<file path="src/hbgd_defines.svh">
`ifndef HBGD_DEFINES_SVH
`define HBGD_DEFINES_SVH

// clock rate used to turn times into cycle counts
`define HBGD_CLK_MHZ 50
`define HBGD_NS_PER_US 1000

// disable-line timing windows, in nanoseconds as specified
`define HBGD_DIAG_CLR_MIN_NS 3100
`define HBGD_DIAG_CLR_MAX_NS 3600
`define HBGD_SHUTDOWN_NS 7000

// derived cycle counts: least time rounds up, longest time rounds down
`define HBGD_DIAG_CLR_MIN_CYC \
	((`HBGD_DIAG_CLR_MIN_NS * `HBGD_CLK_MHZ + `HBGD_NS_PER_US - 1) / `HBGD_NS_PER_US)
`define HBGD_DIAG_CLR_MAX_CYC ((`HBGD_DIAG_CLR_MAX_NS * `HBGD_CLK_MHZ) / `HBGD_NS_PER_US)
`define HBGD_SHUTDOWN_CYC \
	((`HBGD_SHUTDOWN_NS * `HBGD_CLK_MHZ + `HBGD_NS_PER_US - 1) / `HBGD_NS_PER_US)

// counter widths
`define HBGD_DIS_CNT_W 10
`define HBGD_DT_W 8
`define HBGD_FILT_W 16

// register byte offsets
`define HBGD_ADDR_W 4
`define HBGD_OFS_DEADTIME 4'h0
`define HBGD_OFS_SCFILT 4'h4
`define HBGD_OFS_STATUS 4'h8

// register reset values
`define HBGD_DEADTIME_RST 8'h05
`define HBGD_SCFILT_RST 16'h0064

// status bit positions
`define HBGD_ST_SC_LO 0
`define HBGD_ST_UV_LO 2
`define HBGD_ST_OT 4
`define HBGD_ST_DIS 5
`define HBGD_ST_SHUT 6

`endif

</file>
<file path="src/hbgd_pkg.sv">
package hbgd_pkg;
	// gate order: {low_gate_two, high_gate_two, low_gate_one, high_gate_one}
	typedef logic [3:0] hbgd_gates_type;
	// one bit per half-bridge: bit 0 node one, bit 1 node two
	typedef logic [1:0] hbgd_nodes_type;
endpackage : hbgd_pkg

</file>
<file path="src/hbgd_decoder.sv">
// Functional notes
// - decode direction and pulse into four gates
// - disable forces gates off, diag lines released
// - overtemperature only warns on second diag line
// - undervoltage turns affected gates off, self-recovers
// - undervoltage: diag one low on output mismatch
// - diag two low while undervoltage affects output
// - short circuit latches affected half-bridge off
// - short circuit: diag one low, diag two high
// - shut-down node has both gates off
// - short disable clears diagnosis; long shuts down
// - short circuit latched only after continuous filter
//
// The implementer's own choices: the Wishbone slave port and the register addresses.
`timescale 1ns/10ps
`include "hbgd_defines.svh"

module hbgd_decoder (
	input wire logic clk_i,
	input wire logic rst_i,
	// wishbone classic slave
	input wire logic cyc_i,
	input wire logic stb_i,
	input wire logic we_i,
	input wire logic [`HBGD_ADDR_W-1:0] adr_i,
	input wire logic [3:0] sel_i,
	input wire logic [31:0] dat_i,
	output logic [31:0] dat_o,
	output logic ack_o,
	// host pins
	input wire logic direction_in_i,
	input wire logic pulse_in_i,
	input wire logic deadtime_disable_in_i,
	// condition sensors
	input wire logic [3:0] undervoltage_cond_i,
	input wire logic overtemp_cond_i,
	input wire logic [1:0] short_circuit_cond_i,
	// gate commands
	output logic high_gate_one_o,
	output logic low_gate_one_o,
	output logic high_gate_two_o,
	output logic low_gate_two_o,
	// open-drain diagnosis lines
	output logic diag_line_one_o,
	output logic diag_line_one_oe_o,
	output logic diag_line_two_o,
	output logic diag_line_two_oe_o
);

	localparam int SYNC_W = 10;

	// two-stage synchronisers for the host pins and condition sensors
	logic [SYNC_W-1:0] sync1_ff;
	logic [SYNC_W-1:0] sync2_ff;

	always_ff @(posedge clk_i) begin
		if (rst_i) begin
			sync1_ff <= '0;
			sync2_ff <= '0;
		end else begin
			sync1_ff <= {direction_in_i, pulse_in_i, deadtime_disable_in_i,
				undervoltage_cond_i, overtemp_cond_i, short_circuit_cond_i};
			sync2_ff <= sync1_ff;
		end
	end

	wire dir_s = sync2_ff[9];
	wire pulse_s = sync2_ff[8];
	wire dis_s = sync2_ff[7];
	wire [3:0] uv_s = sync2_ff[6:3];
	wire ot_s = sync2_ff[2];
	wire [1:0] sc_s = sync2_ff[1:0];

	// input decode
	function automatic hbgd_pkg::hbgd_gates_type decode(input logic dir, input logic pulse);
		if (!pulse)
			decode = 4'h5; // both high sides on
		else if (!dir)
			decode = 4'h9; // high one, low two
		else
			decode = 4'h6; // low one, high two
	endfunction : decode

	// expand a per-node mask to both gates of each node
	function automatic hbgd_pkg::hbgd_gates_type node_mask(input hbgd_pkg::hbgd_nodes_type n);
		node_mask = {{2{n[1]}}, {2{n[0]}}};
	endfunction : node_mask

	// registers
	logic [`HBGD_DT_W-1:0] deadtime_ff;
	logic [`HBGD_FILT_W-1:0] scfilt_ff;
	logic [`HBGD_DIS_CNT_W-1:0] dis_cnt_ff;
	logic shut_ff;
	hbgd_pkg::hbgd_nodes_type sc_lat_ff;
	logic [`HBGD_FILT_W-1:0] sc_cnt_ff [2];
	hbgd_pkg::hbgd_gates_type gate_ff;
	logic [`HBGD_DT_W-1:0] dt_cnt_ff [2];
	logic diag1_ff;
	logic diag2_ff;
	logic ack_ff;
	logic [31:0] dat_ff;

	// fault and demand decoding
	wire hbgd_pkg::hbgd_gates_type demand = decode(dir_s, pulse_s);
	wire hbgd_pkg::hbgd_nodes_type uv_node = {|uv_s[3:2], |uv_s[1:0]};
	wire hbgd_pkg::hbgd_nodes_type dem_node = {|demand[3:2], |demand[1:0]};
	wire hbgd_pkg::hbgd_nodes_type uv_aff = uv_node & dem_node;
	wire hbgd_pkg::hbgd_nodes_type blocked = uv_node | sc_lat_ff;
	wire hbgd_pkg::hbgd_gates_type masked = demand & ~node_mask(blocked);
	wire hbgd_pkg::hbgd_gates_type target = dis_s ? 4'h0 : masked;
	wire mismatch = masked != demand;
	// diag one low on any mismatch, diag two low on undervoltage or bare warning
	wire nxt_diag1 = !dis_s && mismatch;
	wire nxt_diag2 = !dis_s && ((|uv_aff) || (ot_s && !mismatch));

	// disable pulse measurement: release inside the window clears diagnosis
	wire dis_cnt_sat = dis_cnt_ff >= `HBGD_DIS_CNT_W'(`HBGD_SHUTDOWN_CYC);
	wire diag_clear = !dis_s && dis_cnt_ff >= `HBGD_DIS_CNT_W'(`HBGD_DIAG_CLR_MIN_CYC)
		&& dis_cnt_ff <= `HBGD_DIS_CNT_W'(`HBGD_DIAG_CLR_MAX_CYC);

	always_ff @(posedge clk_i) begin
		if (rst_i) begin
			dis_cnt_ff <= '0;
			shut_ff <= 1'b0;
		end else begin
			dis_cnt_ff <= !dis_s ? '0 : dis_cnt_sat ? dis_cnt_ff : dis_cnt_ff + 1'b1;
			shut_ff <= dis_s && dis_cnt_sat;
		end
	end

	// short-circuit filter per half-bridge; a drop restarts the count
	always_ff @(posedge clk_i) begin
		if (rst_i) begin
			sc_lat_ff <= '0;
			for (int n = 0; n < 2; n++)
				sc_cnt_ff[n] <= '0;
		end else begin
			for (int n = 0; n < 2; n++) begin
				sc_cnt_ff[n] <= !sc_s[n] ? '0 : (sc_cnt_ff[n] >= scfilt_ff) ? sc_cnt_ff[n]
					: sc_cnt_ff[n] + 1'b1;
				// a new latch in the clear cycle wins
				if (sc_s[n] && sc_cnt_ff[n] >= scfilt_ff)
					sc_lat_ff[n] <= 1'b1;
				else if (diag_clear)
					sc_lat_ff[n] <= 1'b0;
			end
		end
	end

	// gate drive with dead time: turn-off is immediate, turn-on waits
	always_ff @(posedge clk_i) begin
		if (rst_i) begin
			gate_ff <= '0;
			for (int n = 0; n < 2; n++)
				dt_cnt_ff[n] <= '0;
		end else begin
			for (int n = 0; n < 2; n++) begin
				if (target[2*n +: 2] == gate_ff[2*n +: 2]) begin
					dt_cnt_ff[n] <= dt_cnt_ff[n];
				end else if (gate_ff[2*n +: 2] != 2'h0) begin
					gate_ff[2*n +: 2] <= 2'h0;
					dt_cnt_ff[n] <= deadtime_ff;
				end else if (dt_cnt_ff[n] != '0) begin
					dt_cnt_ff[n] <= dt_cnt_ff[n] - 1'b1;
				end else begin
					gate_ff[2*n +: 2] <= target[2*n +: 2];
				end
			end
		end
	end

	// diagnosis line drivers
	always_ff @(posedge clk_i) begin
		if (rst_i) begin
			diag1_ff <= 1'b0;
			diag2_ff <= 1'b0;
		end else begin
			diag1_ff <= nxt_diag1;
			diag2_ff <= nxt_diag2;
		end
	end

	// wishbone decode; unmapped reads return zero, writes are dropped
	// writes land on the edge where the master sees ack, never earlier
	wire req = cyc_i && stb_i && !ack_ff;
	wire wr_ack = cyc_i && stb_i && we_i && ack_ff;
	wire wr_dt = wr_ack && sel_i[0] && adr_i == `HBGD_OFS_DEADTIME;
	wire wr_filt = wr_ack && adr_i == `HBGD_OFS_SCFILT;
	logic [31:0] status;
	always_comb begin
		status = '0;
		status[`HBGD_ST_SC_LO +: 2] = sc_lat_ff;
		status[`HBGD_ST_UV_LO +: 2] = uv_node;
		status[`HBGD_ST_OT] = ot_s;
		status[`HBGD_ST_DIS] = dis_s;
		status[`HBGD_ST_SHUT] = shut_ff;
	end
	wire [31:0] rd_mux = (adr_i == `HBGD_OFS_DEADTIME) ? {24'h000000, deadtime_ff}
		: (adr_i == `HBGD_OFS_SCFILT) ? {16'h0000, scfilt_ff}
		: (adr_i == `HBGD_OFS_STATUS) ? status : 32'h00000000;

	// one-wait-state answer; ack drops the cycle after
	always_ff @(posedge clk_i) begin
		if (rst_i) begin
			ack_ff <= 1'b0;
			dat_ff <= '0;
			deadtime_ff <= `HBGD_DEADTIME_RST;
			scfilt_ff <= `HBGD_SCFILT_RST;
		end else begin
			ack_ff <= req;
			dat_ff <= (req && !we_i) ? rd_mux : 32'h00000000;
			if (wr_dt)
				deadtime_ff <= dat_i[`HBGD_DT_W-1:0];
			if (wr_filt && sel_i[0])
				scfilt_ff[7:0] <= dat_i[7:0];
			if (wr_filt && sel_i[1])
				scfilt_ff[15:8] <= dat_i[15:8];
		end
	end

	assign dat_o = dat_ff;
	assign ack_o = ack_ff;
	assign high_gate_one_o = gate_ff[0];
	assign low_gate_one_o = gate_ff[1];
	assign high_gate_two_o = gate_ff[2];
	assign low_gate_two_o = gate_ff[3];
	// open drain: only ever pull low
	assign diag_line_one_o = 1'b0;
	assign diag_line_one_oe_o = diag1_ff;
	assign diag_line_two_o = 1'b0;
	assign diag_line_two_oe_o = diag2_ff;

endmodule : hbgd_decoder

</file>
<file path="config.mk">
export PLATFORM = sky130hd
export DESIGN_NAME = hbgd_decoder
export DESIGN_NICKNAME = d
export VERILOG_FILES = /design/src/hbgd_pkg.sv /design/src/hbgd_decoder.sv
export VERILOG_INCLUDE_DIRS = /design/src
export SDC_FILE = /design/constraint.sdc
export NUM_CORES = 1
export LEC_CHECK = 0
export BUFFER_PORTS_ARGS = -buffer_cell sky130_fd_sc_hd__clkbuf_2
export CORE_MARGIN = 1
export CORE_UTILIZATION = 25
export DETAILED_ROUTE_END_ITERATION = 16
export PLACE_DENSITY_LB_ADDON = 0.05
export SYNTH_ARGS = -nofsm -noshare
export SYNTH_HDL_FRONTEND = slang
export SYNTH_SLANG_ARGS = --single-unit
</file>
<file path="constraint.sdc">
create_clock -name clk_i -period 6.1 [get_ports clk_i]
set_clock_uncertainty 0.2 [all_clocks]
set_input_delay 0.305 -clock clk_i [delete_from_list [all_inputs] [get_ports clk_i]]
set_output_delay 0.305 -clock clk_i [all_outputs]
set_load 0.03 [all_outputs]
</file>
==> results of run 1 <==
-- cell families after synthesis --
logic type	Yosys count	share of synthesized area, %
multiplexers	25	3.98
other	1	0.0596
AO/OA/AOI/OAI	113	12.3
buffers and inverters	77	6.11
adder cells (fa/ha/maj)	39	7.76
XOR/XNOR	31	4.32
AND/OR/NAND/NOR	281	22.3
flip-flops	128	43.3
-- flip-flops by register name, summed over array words and instances, names as in the netlist --
name	flops
scfilt_ff	16
gate_ff	4
deadtime_ff	8
dt_cnt_ff	16
diag_line_one_oe_o	1
shut_ff	1
dis_cnt_ff	10
sc_cnt_ff	32
dat_o	16
sc_lat_ff	2
diag_line_two_oe_o	1
sync2_ff	10
sync1_ff	10
ack_o	1
-- worst max-delay path, cell delays in order (launching register included) --
cell and delay, ns:
dfxtp_1 0.35, inv_1 0.10, ha_1 0.32, a21oi_1 0.15, o21ai_0 0.10, a2bb2oi_1 0.94
nand3b_1 0.42, or4_1 0.49, nand2_1 0.07
-- final cells by class --
class                   instances  area [um2]
fillers                      2607       16800
clock inverters                 8         149
flip-flops and latches        128        2720
inverters                      35         131
multi-input cells             507        3250
well taps                     324         405
repair buffers                 85         551
clock buffers                  24         493
-- per-layer routing --
metal | GRT usage (%) | share of wire, %
met1 | 18.9 | 52
met2 | 20.7 | 44
met3 | 3.28 | 2.9
met4 | 4.03 | 1.2
met5 | 0 | 0
-- timing repair --
item,4_1_cts,5_1_grt
hold buffers,24,0
buffers inserted,0,0
hold endpoints to repair,27,0
-- worst min-delay path by stage --
stage	from	endpoint	slack, ns	cells past startpoint
3_5_place_dp	sync1_ff[0]	sync2_ff[0]	0.23	1
6_report	dat_i[0]	deadtime_ff[0]	0.03	4
2_1_floorplan	rst_i	ack_o	0.20	1
3_3_place_gp	sync1_ff[9]	sync2_ff[9]	0.22	1
4_1_cts	dat_i[0]	deadtime_ff[0]	0.02	4
5_1_grt	dat_i[5]	scfilt_ff[5]	0.04	4
-- power breakdown --
| part | switching (mW) | internal [mW] | total, mW |
|---|---|---|---|
| Clock | 0.384 | 0.732 | 1.12 |
| Sequential | 0.0215 | 0.885 | 0.907 |
| Combinational | 0.102 | 0.0669 | 0.169 |
| Total | 0.508 | 1.68 | 2.19 |
-- cell usage in the layout, fill, tap and decap left out, types with 3 or more instances in the layout --
master / synthesis / layout
nand4_1: 18 / 18
or3_1: 11 / 11
nand2_1: 29 / 29
nand3_1: 22 / 22
o21ai_1: 6 / 6
clkbuf_16: 0 / 18
xnor2_1: 16 / 16
a211o_1: 6 / 6
a311oi_1: 3 / 3
bufinv_16: 0 / 4
a21oi_1: 37 / 37
mux2i_1: 25 / 25
conb_1: 1 / 18
edfxtp_1: 16 / 16
or4_1: 7 / 7
a211oi_1: 17 / 17
nor4_2: 3 / 3
nor2_1: 109 / 109
o31ai_1: 4 / 4
nor2b_1: 23 / 23
dfxtp_1: 112 / 112
clkbuf_2: 0 / 59
inv_1: 35 / 35
ha_1: 39 / 39
nand2b_1: 16 / 16
clkbuf_1: 16 / 4
dlygate4sd3_1: 0 / 24
nor4_1: 6 / 6
xor2_1: 15 / 15
nor3_1: 21 / 21
a21oi_2: 3 / 3
o21a_1: 3 / 3
and3_1: 6 / 6
o21ai_0: 12 / 12
==> results.md, run 1 <==
* Status: completed
* Crit Reg-Reg Endpoint: sc_cnt_ff[0][2]
* Grt ovf at 0
* Core area at 24500 um2
* Num CTS Buffers at 17
* Setup_tns at 0 ns
* Starting Density at 25.6%
* Final Util at 31.4%
* Pre-CTS setup slack at 2.91 ns
* Via Count at 5036
* R2r worst-path depth at 8
* Cells after synthesis at 695
* First-pass GRT wire length at 26900 um
* Die footprint at 25800 um2
* Max Cap Viol at 0
* Worst setup slack after layout at 2.89 ns
* Routability cong. at 0.716
* Final wirelength at 16900 um
* Syn_area_per_cell at 9.05 um2
* Largest net degree at the start of global routing at 34
* Root Buffer: clkbuf_16
* RSZ-0062 raised after global routing: false
* Crit. Startpoint: scfilt_ff[5]
* ANT cells at 0
* Global Route Usage Sum at 13.6%
* Fmax at 312 MHz
* Post-synth top area share at 35.6%
* Critical Path Sink: sc_cnt_ff[0][2]
* Final Hold Viols at 0
* Antenna viol nets, final at 0
* Most frequent cell after synthesis: dfxtp_1
* Fraction of layout cells with a size suffix above 1 at 13.1%
* Fin nets at 868
* Drt wl/cell at 15.2 um
* FF-to-FF setup slack at 2.89 ns
* Worst Hold Class: input port to flip-flop
* Hold WS at 0.0330 ns
* Drt initial violations at 284
* Worst Max-Slew Pin Slew at 1.29 ns
* Post-synth top cells: 112 x dfxtp_1, 109 x nor2_1, 39 x ha_1
* Initial antenna violation count at 0
* Final Cycle Share at 52.5%
* Post-synth top flop: dfxtp_1
* Worst r2r src: scfilt_ff[5]
* TritonCTS clock tree: built
* Mapped cell area at 6290 um2
* Worst Path Arrival at 3.36 ns
* Port bufs at 59
* Clock-pin slew on the worst setup and hold paths at 0.06 ns
* Clk Latency, worst-skew pair at 0.42 ns
* DRT Pass-1 Iters at 4
* Total power at 2.19 mW
* Placed cell area at 6820 um2
* Synth unique cells at 59
* Dpl hpwl at 12400 um
* Post-CTS resize count at 0
* Die Ht at 161 um
* Final count of negative-setup-slack endpoints at 0
* Async SR Flop Fraction at 0%
* Leak at 3.04 nW
* H-Tree Depth at 4
* Clock Sinks at 128
* Worst setup EP type: flip-flop
* Post-Place Cells at 1055
* Final instance area at 7700 um2
* Pwr Density at 285 nW/um2
* Data required, critical path at 6.26 ns
* Synth-to-Final Area Change at 22.4%
* Number of global-route vias before repair at 4929
* I/O pin total at 96
* Critical setup path kind: flip-flop to flip-flop
* Synth warn at 0
* Relative slew slack at 13.6%
* Yosys top cell by area: dfxtp_1
* Row count at 57
* Drt drc at 0
* Chip width at 161 um
* Post-synth EDFFs at 16
* Max-slew violations at 0
* Peak fanout along the critical path at 14
* Final Critical Period at 3.21 ns
* Non-filler instance count after layout at 1111
* Sequential area share after synthesis at 43.3%
* Clock Path Buffers at 2
* Yosys reg bits at 128
* Worst vdd ir at 0.161 mV
* Via density at 4.53
* Worst setup SP type: flip-flop
* Synth area leaders: dfxtp_1 36%, ha_1 7.8%, edfxtp_1 7.6%
Note: power is estimated with default switching activity, not from simulation.
==> run 2, diff against run 1 <==
--- a/config.mk
+++ b/config.mk
@@ -6,6 +6,7 @@
 export SDC_FILE = /design/constraint.sdc
 export NUM_CORES = 1
 export LEC_CHECK = 0
+export ABC_AREA = 1
 export BUFFER_PORTS_ARGS = -buffer_cell sky130_fd_sc_hd__clkbuf_2
 export CORE_MARGIN = 1
 export CORE_UTILIZATION = 25
==> constraint.sdc (replaced) <==
create_clock -name clk_i -period 2.81 [get_ports clk_i]
set_clock_uncertainty 0.2 [all_clocks]
set_input_delay 0.1405 -clock clk_i [delete_from_list [all_inputs] [get_ports clk_i]]
set_output_delay 0.1405 -clock clk_i [all_outputs]
set_load 0.03 [all_outputs]
==> results.md, run 2 <==
* Status: completed (unchanged)
* Peak fanout along the critical path at 9 (was 14)
* Async SR Flop Fraction at 0% (unchanged)
* Max-slew violations at 0 (unchanged)
* Core area at 27200 um2 (was 24500 um2)
* Critical setup path kind: input port to flip-flop (was flip-flop to flip-flop)
* Mapped cell area at 6990 um2 (was 6290 um2)
* Number of global-route vias before repair at 5938 (was 4929)
* Drt initial violations at 279 (was 284)
* TritonCTS clock tree: built (unchanged)
* Worst setup SP type: input port (was flip-flop)
* Routability cong. at 0.738 (was 0.716)
* Clock-pin slew on the worst setup and hold paths at 0.06 ns (about the same)
* Total power at 5.15 mW (was 2.19 mW)
* Critical Path Sink: dat_o[7] (was sc_cnt_ff[0][2])
* Num CTS Buffers at 17 (unchanged)
* Worst setup EP type: flip-flop (unchanged)
* Drt wl/cell at 13.8 um (was 15.2 um)
* RSZ-0062 raised after global routing: false (unchanged)
* H-Tree Depth at 4 (unchanged)
* Relative slew slack at 55.7% (was 13.6%)
* Antenna viol nets, final at 0 (unchanged)
* Root Buffer: clkbuf_16 (unchanged)
* Clock Sinks at 128 (unchanged)
* Starting Density at 25.7% (was 25.6%)
* Setup_tns at 0 ns (unchanged)
* Worst Max-Slew Pin Slew at 0.663 ns (was 1.29 ns)
* Leak at 3.68 nW (was 3.04 nW)
* Largest net degree at the start of global routing at 27 (was 34)
* ANT cells at 0 (unchanged)
* Final wirelength at 19900 um (was 16900 um)
* Row count at 60 (was 57)
* Dpl hpwl at 14500 um (was 12400 um)
* Crit. Startpoint: stb_i (was scfilt_ff[5])
* Final instance area at 8560 um2 (was 7700 um2)
* Fill cells at 2997 (was 2607)
* Global Route Usage Sum at 14.5% (was 13.6%)
* Final Cycle Share at 82.2%
* Synth-to-Final Area Change at 22.5% (was 22.4%)
* Post-synth top area share at 32.1% (was 35.6%)
* Clock Path Buffers at 2 (unchanged)
* Via density at 4.25 (was 4.53)
* Post-synth top flop: dfxtp_1 (unchanged)
* Die Ht at 169 um (was 161 um)
* Largest register FFs at 32 (unchanged)
* Worst r2r src: dt_cnt_ff[1][2] (was scfilt_ff[5])
* Initial antenna violation count at 0 (unchanged)
* Yosys reg bits at 128 (unchanged)
* Die footprint at 28600 um2 (was 25800 um2)
* Worst Hold Class: input port to flip-flop (unchanged)
* Final Critical Period at 2.31 ns
* Final count of negative-setup-slack endpoints at 0 (unchanged)
* Fraction of layout cells with a size suffix above 1 at 14.6% (was 13.1%)
* Via Count at 6105 (was 5036)
* Reg with most FFs: sc_cnt_ff (unchanged)
* Worst Path Arrival at 2.41 ns (was 3.36 ns)
* Crit Reg-Reg Endpoint: dt_cnt_ff[1][1] (was sc_cnt_ff[0][2])
* Pwr Density at 601 nW/um2 (was 285 nW/um2)
* Post-synth top cells: 201 x nand2_1, 113 x nor2_1, 112 x dfxtp_1 (was 112 x dfxtp_1, 109 x nor2_1, 39 x ha_1)
* Synth unique cells at 49 (was 59)
* Fin nets at 1144 (was 868)
* Port bufs at 59 (unchanged)
* First-pass GRT wire length at 31800 um (was 26900 um)
* Drt drc at 0 (unchanged)
* Most common cell after layout, fill and taps aside: nand2_1 (was dfxtp_1)
* Synth warn at 0 (unchanged)
* Fmax at 433 MHz
* Data required, critical path at 2.92 ns (was 6.26 ns)
* I/O pin total at 96 (unchanged)
* R2r worst-path depth at 7 (was 8)
* FF-to-FF setup slack at 0.64 ns (was 2.89 ns)
* DRT Pass-1 Iters at 5 (was 4)
* Chip width at 169 um (was 161 um)
* Max Cap Viol at 0 (unchanged)
* Syn_area_per_cell at 7.37 um2 (was 9.05 um2)
* Most frequent cell after synthesis: nand2_1 (was dfxtp_1)
* Yosys top cell by area: dfxtp_1 (unchanged)
* Clk Latency, worst-skew pair at 0.43 ns (was 0.42 ns)
* Final Hold Viols at 0 (unchanged)
* Cells after synthesis at 948 (was 695)
* Synth area leaders: dfxtp_1 32%, nand2_1 11%, ha_1 7.0% (was dfxtp_1 36%, ha_1 7.8%, edfxtp_1 7.6%)
* Post-synth EDFFs at 16 (unchanged)
* Placed cell area at 7670 um2 (was 6820 um2)
* Grt ovf at 0 (unchanged)
* Commonest cells after routing, fill and taps aside: 201 x nand2_1, 113 x nor2_1, 112 x dfxtp_1 (was 112 x dfxtp_1, 109 x nor2_1, 59 x clkbuf_2)
* Sequential area share after synthesis at 39.0% (was 43.3%)
* Worst vdd ir at 0.398 mV (was 0.161 mV)
## run 2: changes by cell type after synthesis, sizes merged, moves of 11 or more
cell and change:
nand3 +32, nand4 +16, or3 -11, nand2b -16
o21ai +27, a21oi +32, nor2 +13, inv +93
a211oi -16, nor2b -23, mux2i -25, nand2 +179
## run 2: how the worst min path moves through the flow
| stage | from | endpoint | cells past startpoint |
|---|---|---|---|
| 2_1_floorplan | rst_i | ack_o | 1 |
| 3_3_place_gp | undervoltage_cond_i[0] | sync1_ff[3] | 3 |
| 3_5_place_dp | undervoltage_cond_i[0] | sync1_ff[3] | 3 |
| 4_1_cts | sel_i[0] | scfilt_ff[5] | 4 |
| 5_1_grt | sel_i[0] | scfilt_ff[5] | 4 |
| 6_report | sel_i[0] | scfilt_ff[5] | 4 |
## run 2: where the power goes
part           internal, mW  switching (mW)  leakage [nW]
logic                 0.295           0.575          2.32
registers              1.98          0.0717          1.08
clock network          1.29           0.940         0.284
total                  3.56            1.59          3.68
## run 2: kinds of logic after synthesis
logic type	count (synthesis)	share of synthesized area, %
other	1	0.0537
xor gates and xnor gates	32	4.01
buffers and inverters	166	10.4
AOI/OAI and AO/OA	139	11.4
and+or+nand+nor	443	28.3
DFF	128	39.0
adders and majority gates	39	6.98
## run 2: layout make-up
type | instances | area, um2 | share of cell area [%]
repair buffers | 103 | 703 | 8.21
well taps | 372 | 465 | 5.44
multi-input cells | 671 | 3610 | 42.1
inverters | 129 | 484 | 5.66
clock buffers | 20 | 457 | 5.33
flip-flops and latches | 128 | 2720 | 31.8
clock inverters | 12 | 124 | 1.45
## run 2: worst max-delay path, stage by stage
cell,delay [ns]
dlygate4sd3_1,0.53
clkbuf_2,0.10
nand2_1,0.05
dlygate4sd3_1,0.55
nor3_1,0.18
nand2_1,0.18
inv_2,0.15
nand2_1,0.26
o32ai_1,0.27
## run 2: metrics by stage
step           utilization, %  hold slack [ns]  worst slack, ns  std cells
2_1_floorplan               -           0.0308            0.589        965
3_3_place_gp             28.2            0.135            0.612       1372
3_5_place_dp             28.2            0.138            0.581       1372
4_1_cts                  31.5           0.0235            0.447       1435
5_1_grt                  31.5           0.0397            0.304       1435
6_report                 31.5           0.0239            0.501       1435
## run 2: layer usage
layer  up-vias  global-route usage, %  routed length (um)
met4         0                   4.11                 151
met5         -                      0                   0
met3         8                   2.92                 512
met2        68                   22.8                8970
li1       3265                      -                   -
met1      2764                   20.1               10200
## run 2: repair_timing
action                    in CTS  in global routing
hold buffers                  31                  0
gates resized for setup        0                  0
setup buffers                  0                  0
hold endpoints to repair      42                  0
